**config.mk**
```make
export PLATFORM = sky130hd
export DESIGN_NAME = bank_state_tracker
export DESIGN_NICKNAME = d
export VERILOG_FILES = /design/src/bank_track_pkg.sv /design/src/bank_state_tracker.sv
export SDC_FILE = /design/constraint.sdc
export NUM_CORES = 1
export LEC_CHECK = 0
export ABC_AREA = 1
export ABC_CLOCK_PERIOD_IN_PS = 3000
export BUFFER_PORTS_ARGS = -buffer_cell sky130_fd_sc_hd__buf_2
export CAP_MARGIN = 10
export CORE_UTILIZATION = 56
export CTS_CLUSTER_SIZE = 14
export DETAILED_ROUTE_END_ITERATION = 8
export PLACE_DENSITY = 0.74
export SYNTH_ARGS = -nofsm -noshare
export SYNTH_HDL_FRONTEND = slang
export SYNTH_SLANG_ARGS = --single-unit
```
**constraint.sdc**
```tcl
create_clock -name mclk -period 3 [get_ports mclk]
set_input_delay 0.15 -clock mclk [delete_from_list [all_inputs] [get_ports mclk]]
set_output_delay 0.15 -clock mclk [all_outputs]
set_load 0.02 [all_outputs]
```
**src/bank_track_pkg.sv**
```systemverilog
// Package with command codes, bank states, timing constants and carrier types
package bank_track_pkg;

   // ------------------------------------------------------------
   // Command codes {chip select, row strobe, column strobe, write enable}
   // ------------------------------------------------------------
   localparam logic [3:0] CMD_ACTIVATE = 4'h3;
   localparam logic [3:0] CMD_READ = 4'h5;
   localparam logic [3:0] CMD_WRITE = 4'h4;
   localparam logic [3:0] CMD_BURST_STOP = 4'h6;
   localparam logic [3:0] CMD_PRECHARGE = 4'h2;
   localparam logic [3:0] CMD_REFRESH = 4'h1;
   localparam logic [3:0] CMD_MODE_LOAD = 4'h0;
   localparam logic [3:0] CMD_NOP = 4'h7;

   // ------------------------------------------------------------
   // Geometry and field positions
   // ------------------------------------------------------------
   localparam int NUM_BANKS = 4;
   localparam int ADDR_W = 12;
   localparam int AUTO_PRECHARGE_BIT = 10;
   localparam int CHIP_SELECT_POS = 3;

   // ------------------------------------------------------------
   // Timing: times in ns, counts derived at 10 ns clock period
   // ------------------------------------------------------------
   localparam int CLK_PERIOD_NS = 10;
   localparam int PRECHARGE_PERIOD_NS = 20;
   localparam int ACTIVATE_TO_COLUMN_DELAY_NS = 20;
   localparam int REFRESH_CYCLE_NS = 70;
   localparam int MODE_SET_DELAY_NS = 20;
   localparam int SELF_REFRESH_EXIT_TIME_NS = 80;
   localparam int BURST_LEN = 4;
   localparam int CNT_W = 8;
   localparam logic [CNT_W-1:0] PRECHARGE_CYC =
      CNT_W'((PRECHARGE_PERIOD_NS + CLK_PERIOD_NS - 1) / CLK_PERIOD_NS);
   localparam logic [CNT_W-1:0] ACTIVATE_CYC =
      CNT_W'((ACTIVATE_TO_COLUMN_DELAY_NS + CLK_PERIOD_NS - 1) / CLK_PERIOD_NS);
   localparam logic [CNT_W-1:0] REFRESH_CYC =
      CNT_W'((REFRESH_CYCLE_NS + CLK_PERIOD_NS - 1) / CLK_PERIOD_NS);
   localparam logic [CNT_W-1:0] MODE_SET_CYC =
      CNT_W'((MODE_SET_DELAY_NS + CLK_PERIOD_NS - 1) / CLK_PERIOD_NS);
   localparam logic [CNT_W-1:0] SELF_REFRESH_EXIT_CYC =
      CNT_W'((SELF_REFRESH_EXIT_TIME_NS + CLK_PERIOD_NS - 1) / CLK_PERIOD_NS);
   localparam logic [CNT_W-1:0] BURST_CYC = CNT_W'(BURST_LEN);
   localparam logic [CNT_W-1:0] CNT_ZERO = 8'h00;

   // ------------------------------------------------------------
   // Types
   // ------------------------------------------------------------
   typedef enum logic [2:0] {
      BANK_IDLE, BANK_ACTIVATING, BANK_ACTIVE, BANK_READING, BANK_WRITING,
      BANK_PRECHARGING, BANK_READ_AUTO_PRE, BANK_WRITE_AUTO_PRE
   } bank_state_t;

   typedef enum logic [1:0] {
      DEV_NORMAL, DEV_REFRESHING, DEV_MODE_ACCESS, DEV_PRECHARGE_ALL
   } dev_state_t;

   // One sampled command from the controller
   typedef struct packed {
      logic [3:0] code;
      logic [1:0] bank;
      logic [ADDR_W-1:0] addr;
   } cmd_bus_t;

endpackage : bank_track_pkg

```
**src/bank_state_tracker.sv**
```systemverilog
// Four-bank state tracker with command legality checking
`timescale 1ns/1ns

// Operation
// - Tracking only while clock enable held high
// - Idle after precharge period completes
// - Active after activate-to-column delay, no burst
// - Reading until non-auto read burst ends
// - Writing until non-auto write burst ends
// - Activating lasts activate-to-column delay then active
// - Precharging lasts precharge period then idle
// - Read auto precharge returns idle itself
// - Write auto precharge returns idle itself
// - Refresh lasts refresh cycle, then all idle
// - Mode access lasts set delay, then idle
// - Precharge all lasts precharge period
// - Burst stop ends most recent burst if it is non-auto; an auto precharge burst runs on and the stop is flagged
// - Precharge of idle bank is no-operation
// - Idle bank restricts no other bank
// - Busy bank allows commands to others
// - Command encoding on four strobe lines
// - Address bit ten selects auto or all
// - Interrupted auto burst starts its precharge
module bank_state_tracker (
   input wire logic mclk,
   input wire logic reset_n,
   input wire logic cke,
   input wire logic cs_n,
   input wire logic ras_n,
   input wire logic cas_n,
   input wire logic we_n,
   input wire logic bank_select_low,
   input wire logic bank_select_high,
   input wire logic [bank_track_pkg::ADDR_W-1:0] addr,
   output logic [4*3-1:0] bank_states,
   output logic [1:0] dev_state,
   output logic all_idle,
   output logic violation
);

   // ------------------------------------------------------------
   // Input synchronisers
   // ------------------------------------------------------------
   localparam int IN_W = 4 + 2 + 1 + bank_track_pkg::ADDR_W;
   logic [IN_W-1:0] sync1_reg;
   logic [IN_W-1:0] sync2_reg;
   logic cke_prev_reg;
   logic [bank_track_pkg::CNT_W-1:0] exit_cnt_reg;

   // Pins cross two flops before any decode reads them
   always_ff @(posedge mclk) begin
      if (!reset_n) begin
         sync1_reg <= '1;
         sync2_reg <= '1;
      end else begin
         sync1_reg <= {cs_n, ras_n, cas_n, we_n, bank_select_high, bank_select_low, cke, addr};
         sync2_reg <= sync1_reg;
      end
   end

   // ------------------------------------------------------------
   // Command decode
   // ------------------------------------------------------------
   bank_track_pkg::cmd_bus_t cmd;
   wire cke_now = sync2_reg[bank_track_pkg::ADDR_W];
   assign cmd.code = sync2_reg[IN_W-1 -: 4];
   assign cmd.bank = sync2_reg[bank_track_pkg::ADDR_W+2 -: 2];
   assign cmd.addr = sync2_reg[bank_track_pkg::ADDR_W-1:0];

   // Commands count only with clock enable high on both edges and the exit wait over
   wire track_ok = cke_now && cke_prev_reg && (exit_cnt_reg == bank_track_pkg::CNT_ZERO);
   wire selected = track_ok && !cmd.code[bank_track_pkg::CHIP_SELECT_POS];
   wire c_act = selected && (cmd.code == bank_track_pkg::CMD_ACTIVATE);
   wire c_rd = selected && (cmd.code == bank_track_pkg::CMD_READ);
   wire c_wr = selected && (cmd.code == bank_track_pkg::CMD_WRITE);
   wire c_bst = selected && (cmd.code == bank_track_pkg::CMD_BURST_STOP);
   wire c_pre = selected && (cmd.code == bank_track_pkg::CMD_PRECHARGE);
   wire c_ref = selected && (cmd.code == bank_track_pkg::CMD_REFRESH);
   wire c_mrs = selected && (cmd.code == bank_track_pkg::CMD_MODE_LOAD);
   wire ap = cmd.addr[bank_track_pkg::AUTO_PRECHARGE_BIT];
   wire c_burst = c_rd || c_wr;
   wire c_exec = selected && (cmd.code != bank_track_pkg::CMD_NOP);

   // Leaving a low clock enable phase arms the exit wait; cheap stand-in for self refresh exit
   always_ff @(posedge mclk) begin
      if (!reset_n) begin
         cke_prev_reg <= 1'b0;
         exit_cnt_reg <= bank_track_pkg::CNT_ZERO;
      end else begin
         cke_prev_reg <= cke_now;
         if (cke_now && !cke_prev_reg)
            exit_cnt_reg <= bank_track_pkg::SELF_REFRESH_EXIT_CYC;
         else if (exit_cnt_reg != bank_track_pkg::CNT_ZERO)
            exit_cnt_reg <= exit_cnt_reg - 8'h01;
      end
   end

   // ------------------------------------------------------------
   // Device-wide timer
   // ------------------------------------------------------------
   bank_track_pkg::dev_state_t dev_reg;
   bank_track_pkg::dev_state_t dev_next;
   logic [bank_track_pkg::CNT_W-1:0] dev_cnt_reg;
   logic [bank_track_pkg::CNT_W-1:0] dev_cnt_next;
   wire dev_busy = (dev_reg != bank_track_pkg::DEV_NORMAL);
   wire pre_all = c_pre && ap && !dev_busy;
   logic [3:0] bank_idle;
   logic [3:0] bank_prechargeable;
   logic [3:0] bank_bursting;
   logic [1:0] last_burst_reg;
   logic burst_live_reg;

   // Device-wide state entry and timed exit
   always_comb begin
      dev_next = dev_reg;
      dev_cnt_next = dev_cnt_reg;
      if (dev_busy) begin
         dev_cnt_next = dev_cnt_reg - 8'h01;
         if (dev_cnt_reg == 8'h01)
            dev_next = bank_track_pkg::DEV_NORMAL;
      end else if (c_ref && (&bank_idle)) begin
         dev_next = bank_track_pkg::DEV_REFRESHING;
         dev_cnt_next = bank_track_pkg::REFRESH_CYC;
      end else if (c_mrs && (&bank_idle)) begin
         dev_next = bank_track_pkg::DEV_MODE_ACCESS;
         dev_cnt_next = bank_track_pkg::MODE_SET_CYC;
      end else if (pre_all) begin
         dev_next = bank_track_pkg::DEV_PRECHARGE_ALL;
         dev_cnt_next = bank_track_pkg::PRECHARGE_CYC;
      end
   end

   always_ff @(posedge mclk) begin
      if (!reset_n) begin
         dev_reg <= bank_track_pkg::DEV_NORMAL;
         dev_cnt_reg <= bank_track_pkg::CNT_ZERO;
      end else begin
         dev_reg <= dev_next;
         dev_cnt_reg <= dev_cnt_next;
      end
   end

   // ------------------------------------------------------------
   // Per-bank state machines
   // ------------------------------------------------------------
   bank_track_pkg::bank_state_t bst_reg [4];
   bank_track_pkg::bank_state_t bst_next [4];
   logic [bank_track_pkg::CNT_W-1:0] bcnt_reg [4];
   logic [bank_track_pkg::CNT_W-1:0] bcnt_next [4];
   logic [3:0] bank_bad;

   // Most recent burst owner, target of burst stop
   always_ff @(posedge mclk) begin
      if (!reset_n) begin
         last_burst_reg <= 2'h0;
         burst_live_reg <= 1'b0;
      end else if (c_burst && !dev_busy) begin
         last_burst_reg <= cmd.bank;
         burst_live_reg <= 1'b1;
      end else if (c_bst) begin
         burst_live_reg <= 1'b0;
      end
   end

   genvar g;
   generate
      for (g = 0; g < bank_track_pkg::NUM_BANKS; g++) begin : gen_bank
         wire hit = !dev_busy && (cmd.bank == 2'(g));
         wire other_burst = !dev_busy && c_burst && (cmd.bank != 2'(g));
         wire stop_me = c_bst && burst_live_reg && (last_burst_reg == 2'(g));
         wire cnt_done = (bcnt_reg[g] == 8'h01);
         assign bank_idle[g] = (bst_reg[g] == bank_track_pkg::BANK_IDLE);
         assign bank_prechargeable[g] = (bst_reg[g] == bank_track_pkg::BANK_IDLE) ||
            (bst_reg[g] == bank_track_pkg::BANK_ACTIVE) || (bst_reg[g] == bank_track_pkg::BANK_READING) ||
            (bst_reg[g] == bank_track_pkg::BANK_WRITING);
         assign bank_bursting[g] = (bst_reg[g] == bank_track_pkg::BANK_READING) ||
            (bst_reg[g] == bank_track_pkg::BANK_WRITING);

         always_comb begin
            bst_next[g] = bst_reg[g];
            bcnt_next[g] = (bcnt_reg[g] != bank_track_pkg::CNT_ZERO) ? bcnt_reg[g] - 8'h01 : bcnt_reg[g];
            bank_bad[g] = 1'b0;
            if (pre_all) begin
               bank_bad[g] = !bank_prechargeable[g];
               bst_next[g] = bank_track_pkg::BANK_IDLE;
               bcnt_next[g] = bank_track_pkg::CNT_ZERO;
            end else begin
               unique case (bst_reg[g])
                  bank_track_pkg::BANK_IDLE: begin
                     if (hit && c_act) begin
                        bst_next[g] = bank_track_pkg::BANK_ACTIVATING;
                        bcnt_next[g] = bank_track_pkg::ACTIVATE_CYC;
                     end
                     // Precharge to an idle bank changes nothing
                     bank_bad[g] = hit && (c_rd || c_wr);
                  end
                  bank_track_pkg::BANK_ACTIVATING: begin
                     if (cnt_done)
                        bst_next[g] = bank_track_pkg::BANK_ACTIVE;
                     bank_bad[g] = hit && c_exec && !c_bst;
                  end
                  bank_track_pkg::BANK_ACTIVE, bank_track_pkg::BANK_READING, bank_track_pkg::BANK_WRITING: begin
                     if (bst_reg[g] != bank_track_pkg::BANK_ACTIVE && (cnt_done || stop_me || other_burst))
                        bst_next[g] = bank_track_pkg::BANK_ACTIVE;
                     if (hit && c_burst) begin
                        bst_next[g] = c_rd ? (ap ? bank_track_pkg::BANK_READ_AUTO_PRE : bank_track_pkg::BANK_READING)
                                           : (ap ? bank_track_pkg::BANK_WRITE_AUTO_PRE : bank_track_pkg::BANK_WRITING);
                        bcnt_next[g] = ap ? bank_track_pkg::BURST_CYC + bank_track_pkg::PRECHARGE_CYC
                                          : bank_track_pkg::BURST_CYC;
                     end else if (hit && c_pre) begin
                        bst_next[g] = bank_track_pkg::BANK_PRECHARGING;
                        bcnt_next[g] = bank_track_pkg::PRECHARGE_CYC;
                     end
                     // Burst stop carries no bank of its own, so the burst tracker judges it
                     bank_bad[g] = hit && c_act;
                  end
                  bank_track_pkg::BANK_PRECHARGING: begin
                     if (cnt_done)
                        bst_next[g] = bank_track_pkg::BANK_IDLE;
                     bank_bad[g] = hit && c_exec && !c_bst;
                  end
                  bank_track_pkg::BANK_READ_AUTO_PRE, bank_track_pkg::BANK_WRITE_AUTO_PRE: begin
                     if (cnt_done) begin
                        bst_next[g] = bank_track_pkg::BANK_IDLE;
                     end else if (other_burst && bcnt_reg[g] > bank_track_pkg::PRECHARGE_CYC) begin
                        bcnt_next[g] = bank_track_pkg::PRECHARGE_CYC;
                     end
                     bank_bad[g] = hit && c_exec && !c_bst;
                  end
               endcase
            end
         end

         always_ff @(posedge mclk) begin
            if (!reset_n) begin
               bst_reg[g] <= bank_track_pkg::BANK_IDLE;
               bcnt_reg[g] <= bank_track_pkg::CNT_ZERO;
            end else begin
               bst_reg[g] <= bst_next[g];
               bcnt_reg[g] <= bcnt_next[g];
            end
         end

      end
   endgenerate

   // ------------------------------------------------------------
   // Violation checks
   // ------------------------------------------------------------
   wire dev_bad = dev_busy && c_exec;
   wire need_idle_bad = !dev_busy && (c_ref || c_mrs) && !(&bank_idle);
   // A burst that ran out by itself leaves nothing to stop, whatever the bank lines say
   wire stop_bad = c_bst && !(burst_live_reg && bank_bursting[last_burst_reg]);
   wire violation_next = dev_bad || need_idle_bad || stop_bad || (|bank_bad);

   // Outputs come straight from flops
   always_ff @(posedge mclk) begin
      if (!reset_n) begin
         bank_states <= '0;
         dev_state <= 2'h0;
         all_idle <= 1'b1;
         violation <= 1'b0;
      end else begin
         bank_states <= {bst_next[3], bst_next[2], bst_next[1], bst_next[0]};
         dev_state <= dev_next;
         all_idle <= (bst_next[0] == bank_track_pkg::BANK_IDLE) && (bst_next[1] == bank_track_pkg::BANK_IDLE) &&
                     (bst_next[2] == bank_track_pkg::BANK_IDLE) && (bst_next[3] == bank_track_pkg::BANK_IDLE) &&
                     (dev_next == bank_track_pkg::DEV_NORMAL);
         violation <= violation_next;
      end
   end
endmodule : bank_state_tracker

```
Yosys cells after proc, flatten, opt, wreduce, memory -nomap -nowiden
Memory sizes are Yosys's and may differ from the RTL's.
Index checks and enable logic that the tools add are counted.

word-level totals
  word-level logic and storage cells = 336
  register bits = 74
  memories = 2
  memory bits (writable) = 44
  output and inout bits = 16
  input bits = 21

operators by class
  $lt $le $gt $ge = 5
  equality and inequality tests = 53
  reductions and logical operators = 148
  bitwise operators = 9
  multiplexer cells = 101
  add/sub/neg operators = 6

memory list
  memory    words  bits a word  read ports  clocked after Yosys merged registers in  wr ports  line                       source
  bcnt_reg  4      8            4           0                                        4         bank_state_tracker.sv:148  logic [bank_track_pkg::CNT_W-1:0] bcnt_reg [4];
  bst_reg   4      3            4           0                                        4         bank_state_tracker.sv:146  bank_track_pkg::bank_state_t bst_reg [4];

operators with widths
  operator                                                                  number
  8-bit two-way mux                                                         36
  3-bit two-way mux                                                         34
  8-bit one-hot mux with 3 select lines                                     4
  1-bit logical AND                                                         67
  3-bit equality test (second input constant)                               16
  3-bit one-hot mux with 4 select lines                                     4
  8-bit by 1-bit subtractor with 8-bit output (second input constant)       6
  8-bit by 1-bit equality test with 1-bit output (second input constant)    5
  8-bit nonzero test                                                        5
  8-bit by 2-bit > comparator with 1-bit output (second input constant)     4
  1-bit logical OR                                                          29
  3-bit by 2-bit equality test with 1-bit output (second input constant)    8
  3-bit logical NOT                                                         8
  3-bit OR reduction                                                        8
  4-bit OR reduction                                                        5
  2-bit two-way mux                                                         7
  3-bit by 1-bit equality test with 1-bit output (second input constant)    4
  4-bit by 3-bit equality test with 1-bit output (second input constant)    3
  3-bit by 2-bit inequality test with 1-bit output (second input constant)  4
  1-bit one-hot mux with 3 select lines                                     4
  1-bit logical NOT                                                         10
  2-bit OR reduction                                                        5
  1-bit two-way mux                                                         9
  2-bit equality test (second input constant)                               4
  other kinds (17)                                                          33

Depth between registers and ports, before layout
  depth in word-level cells = 19
  mapped depth = 18
  depth with buffers taken out = 18

Worst setup path before layout
No wires, ideal clock.

  path kind = register to register
  from = register exit_cnt_reg[0] (netlist name)
  to = register all_idle
  data required time = 2,877 ps
  library setup time = 123 ps
  path buffers = 0
  stages on the path, launching flop included = 18
  clock period less this slack = 2,055 ps
  data arrival time = 1,932 ps
  slack = 945 ps
  cell sequence = dfxtp_1 > inv_1 > ha_1 > nand2_1 > nor2_8 > nand2_4 > nor3_1 > nand2_1 > ha_1 > inv_1 > a21oi_1 > nand2_1 > nand2_1 > nand2_1 > nand2_1 > nor2_1 > nand3_1 > nand2_1

on the way
  longest elaborated chain between the ends = 19
  elaborated cells between the ends (all ways) = 87
  those cells by class = mux (29); reduce/logical (58)

RTL lines
  what                                                   line                                                                          source
  start: declaration                                     bank_state_tracker.sv:48                                                      logic [bank_track_pkg::CNT_W-1:0] exit_cnt_reg;
  start signal: assignment                               bank_state_tracker.sv:88                                                      exit_cnt_reg <= bank_track_pkg::CNT_ZERO;
  start signal: assignment                               bank_state_tracker.sv:92                                                      exit_cnt_reg <= bank_track_pkg::SELF_REFRESH_EXIT_CYC;
  start signal: assignment                               bank_state_tracker.sv:94                                                      exit_cnt_reg <= exit_cnt_reg - 8'h01;
  8-bit logical NOT (*)                                  bank_state_tracker.sv:71                                                      wire track_ok = cke_now && cke_prev_reg && (exit_cnt_reg == bank_track_pkg::CNT_ZERO);
  1-bit logical AND (*)                                  bank_state_tracker.sv:71
  1-bit logical AND (*)                                  bank_state_tracker.sv:72                                                      wire selected = track_ok && !cmd.code[bank_track_pkg::CHIP_SELECT_POS];
  1-bit logical AND, on equally long branches            bank_state_tracker.sv:76, bank_state_tracker.sv:74, bank_state_tracker.sv:75
  1-bit logical AND or 1-bit logical OR (tied branches)  bank_state_tracker.sv:170, bank_state_tracker.sv:81
  1-bit logical AND, on equally long branches            bank_state_tracker.sv:170, bank_state_tracker.sv:169
  1-bit logical OR or 1-bit logical AND (tied branches)  bank_state_tracker.sv:203, bank_state_tracker.sv:169
  1-bit logical OR                                       bank_state_tracker.sv:203                                                     if (bst_reg[g] != bank_track_pkg::BANK_ACTIVE && (cnt_done || stop_me || other_burst))
  (+2 left out)                                          -
  3-bit two-way mux                                      bank_state_tracker.sv:210                                                     end else if (hit && c_pre) begin
  3-bit two-way mux                                      bank_state_tracker.sv:205                                                     if (hit && c_burst) begin
  3-bit one-hot mux with 4 select lines                  bank_state_tracker.sv:188                                                     unique case (bst_reg[g])
  3-bit two-way mux                                      bank_state_tracker.sv:183                                                     if (pre_all) begin
  3-bit logical NOT                                      bank_state_tracker.sv:266                                                     all_idle <= (bst_next[0] == bank_track_pkg::BANK_IDLE) && (bst_next[1] == bank_track_pkg::BANK_IDLE) &&
  1-bit logical AND (2 in a row)                         bank_state_tracker.sv:266
  1-bit logical AND                                      bank_state_tracker.sv:267                                                     (bst_next[2] == bank_track_pkg::BANK_IDLE) && (bst_next[3] == bank_track_pkg::BANK_IDLE) &&
  1-bit logical AND (*)                                  bank_state_tracker.sv:267
  end signal: assignment                                 bank_state_tracker.sv:266
  end: declaration                                       bank_state_tracker.sv:37                                                      output logic all_idle,

Every way passes the cells marked *; elsewhere a longest branch is shown, timed or not.
A chain may end at the register's enable or synchronous reset.

Worst setup path in the final report
Same ends and word-level chain as after synthesis.

==> metrics.cfg <==
[outcome]
status = finished, final reports clean

[placed_design]
gp_congestion = 0.951
portBuffers = 25
dpl-instance-area_um2 = 5470
dp_cells = 928
place_hpwl_um = 9470

[clocking]
cts.clk_slew.worst_paths_ns = 0.09
numClockSinks = 84
h-tree-depth = 3
postCtsResizedCells = 0
numCtsBuffers = 9
cts_tree = yes
clock_path_buffers = 2
clockRootBuffer = clkbuf_8
clk_latency_ns = 0.36

[worst_setup_path]
cpPeakStageDelay_ns = 0.32
crit_family = simple AND/OR/NAND/NOR gates
crit_slowest_cell = dfxtp_1
critPathLaunchType = flop
timing.critical_path.mode_cell = nand2_1
worstPathArrival_ns = 2.91
crit_buf_inv = 2
crit_type = reg -> reg
path_max_fanout = 8
worstPathRequired_ns = 3.30
crit_path_end_kind = flop
worstPathCellList = inv_1 > ha_1 > nand2_1 > nor2_8 > nand2_4 > nor3_1 > nand2_1 > ha_1 > inv_1 > nand2_1 > nand2_1 > nand2_1 > nand2_1 > nand2_1 > nor2_1 > nand3_1 > nand2_1

[global_routing]
grt_use_total = 0.275
met2_usage = 0.455
use_met1 = 0.368
antenna_found_initial = 0
grt_util_met3 = 0.0362
grt_remaining_overflow = 0
grt_pass1_vias = 4731
grt_max_degree = 22
busiest_layer = met2
grt_pass1_wl_um = 21700

[yosys]
synthTopCellsByArea = dfxtp_1 (32%), nand2_1 (12%), nor2_1 (9.3%)
ys.flop_type = dfxtp_1
synth_common_cells = nand2_1 (161), nor2_1 (130), inv_1 (116)
synth_area_per_cell_um2 = 6.53
synth_most_common_cell = nand2_1
synth_top_cell_by_area = dfxtp_1
synth-async-reset-ratio = 0
syn_nets = 845
syn_area_um2 = 5230
synth.distinct_cells = 46
synth_seq_cells = 84
ys_warn_count = 0
synth-edff-count = 0
synth_seq_area_share = 0.321
syn-instance-count = 802
yosys.area.top_type_share = 0.321

[pwr]
p_leak_nw = 2.87
ir_worst_vdd_mv = 0.533
cellPowerDensity_nw_per_um2 = 846

[die]
die_w_um = 98.7
dieArea_um2 = 9740
start_util = 0.589
die_height_um = 98.7
std_cell_rows = 34
ioPinCount = 37
fp.coreArea_um2 = 8890

[layout]
largest_reg_flops = 32
fillers = 831
final_cell_count_no_fill = 952
fin_nets = 882
fin_area_um2 = 5750
drive_above_1_share = 0.105
area_growth_pct = 9.85
diodes = 0
final_util = 0.647

[timing]
skew_ns = 0.0136
slew_headroom = 0.636
fmax_ghz = 0.383
fin_setup_tns_ns = 0
rsz0062_at_grt = false
final.period_utilization = 0.870
worstMarginPinSlew_ns = 0.545
setup_viol = 0
maxSlewViolCount = 0
finalHoldViolations = 0
min_period_ns = 2.61

[route]
vias = 5122
drt_iter0_drc = 319
via_per_inst = 5.38
drc = 0
drt-total-wl_um = 12600
post_drt_wl_per_cell_um = 13.2
ant_nets = 0
drtPass1Iterations = 5

[flow_run]
drv_cap = 0

[worst_hold_path]
min_path_type = in -> reg

## kinds of logic (layout without fill, tap and decap cells)
family / Yosys count / in the layout / share of synthesized area
compound gates: 128 / 128 / 0.134
xor+xnor: 25 / 25 / 0.0418
fa+ha+maj: 22 / 22 / 0.0526
buf+inv: 131 / 173 / 0.0944
flops: 84 / 84 / 0.321
simple gates: 412 / 412 / 0.356
## path summary, 6_finish.rpt
check | end | start | slack, ns | cells after the start
setup / recovery | all_idle$_SDFF_PN1_ | exit_cnt_reg[0]$_SDFFE_PP0P_ | 0.39 | 17
hold / removal | all_idle$_SDFF_PN1_ | reset_n | 0.07 | 2
setup reg to reg | all_idle$_SDFF_PN1_ | exit_cnt_reg[0]$_SDFFE_PP0P_ | 0.39 | 17
hold reg to reg | sync2_reg[17]$_SDFF_PN1_ | sync1_reg[17]$_SDFF_PN1_ | 0.42 | 1
## stage by stage
step	total power [mW]	hold slack, ns	setup slack, ns
2_1_floorplan	3.53	0.257	0.945
3_5_place_dp	4.02	0.340	0.570
4_1_cts	4.86	0.0676	0.476
6_report	4.86	0.0734	0.390
5_1_grt	5.34	0.0854	0.0569
3_3_place_gp	3.94	0.334	0.622
## cell usage in the layout, fill, tap and decap left out, types with 5 or more instances in the layout
master	count
a21oi_1	46
buf_2	25
clkbuf_8	9
dfxtp_1	84
dlygate4sd3_1	8
ha_1	22
inv_1	116
inv_2	6
nand2_1	161
nand2_2	6
nand3_1	38
nand3b_1	5
nand4_1	11
nor2_1	130
nor2_2	5
nor2_4	5
nor3_1	21
o21ai_0	55
o21ai_1	7
or2_2	17
xnor2_1	5
xor2_1	20
## final cells by class
cell class	count	area (um^2)	area share
Timing Repair Buffer	34	213	0.0370
Multi-Input combinational cell	587	3060	0.532
Sequential cell	84	1680	0.292
Clock buffer	10	128	0.0222
Clock inverter	6	71.3	0.0124
Tap cell	108	135	0.0235
Inverter	123	463	0.0805
## power breakdown
group          switching [mW]  internal, mW  total [mW]
Combinational            1.56         0.897        2.45
Clock                   0.443         0.393       0.835
Sequential              0.195          1.38        1.57
## what timing repair did
| item | CTS | global route |
|---|---|---|
| hold buffers | 8 | 0 |
| setup buffers | 0 | 0 |
| endpoints found under the hold margin | 8 | 0 |
## metal layers
layer	up-vias	wire [um]
met2	182	5680
li1	2637	-
met3	25	776
met4	0	256
met1	2278	5890
met5	-	0
## worst reg2reg max path, cell delays in order (launching register included)
cell,delay (ns)
dfxtp_1,0.32
inv_1,0.11
ha_1,0.16
nand2_1,0.12
nor2_8,0.22
nand2_4,0.11
nor3_1,0.23
nand2_1,0.15
ha_1,0.30
inv_1,0.17
nand2_1,0.09
nand2_1,0.08
nand2_1,0.05
nand2_1,0.11
nand2_1,0.06
nor2_1,0.12
nand3_1,0.10
nand2_1,0.07
Note: power is estimated with default switching activity, not from simulation.
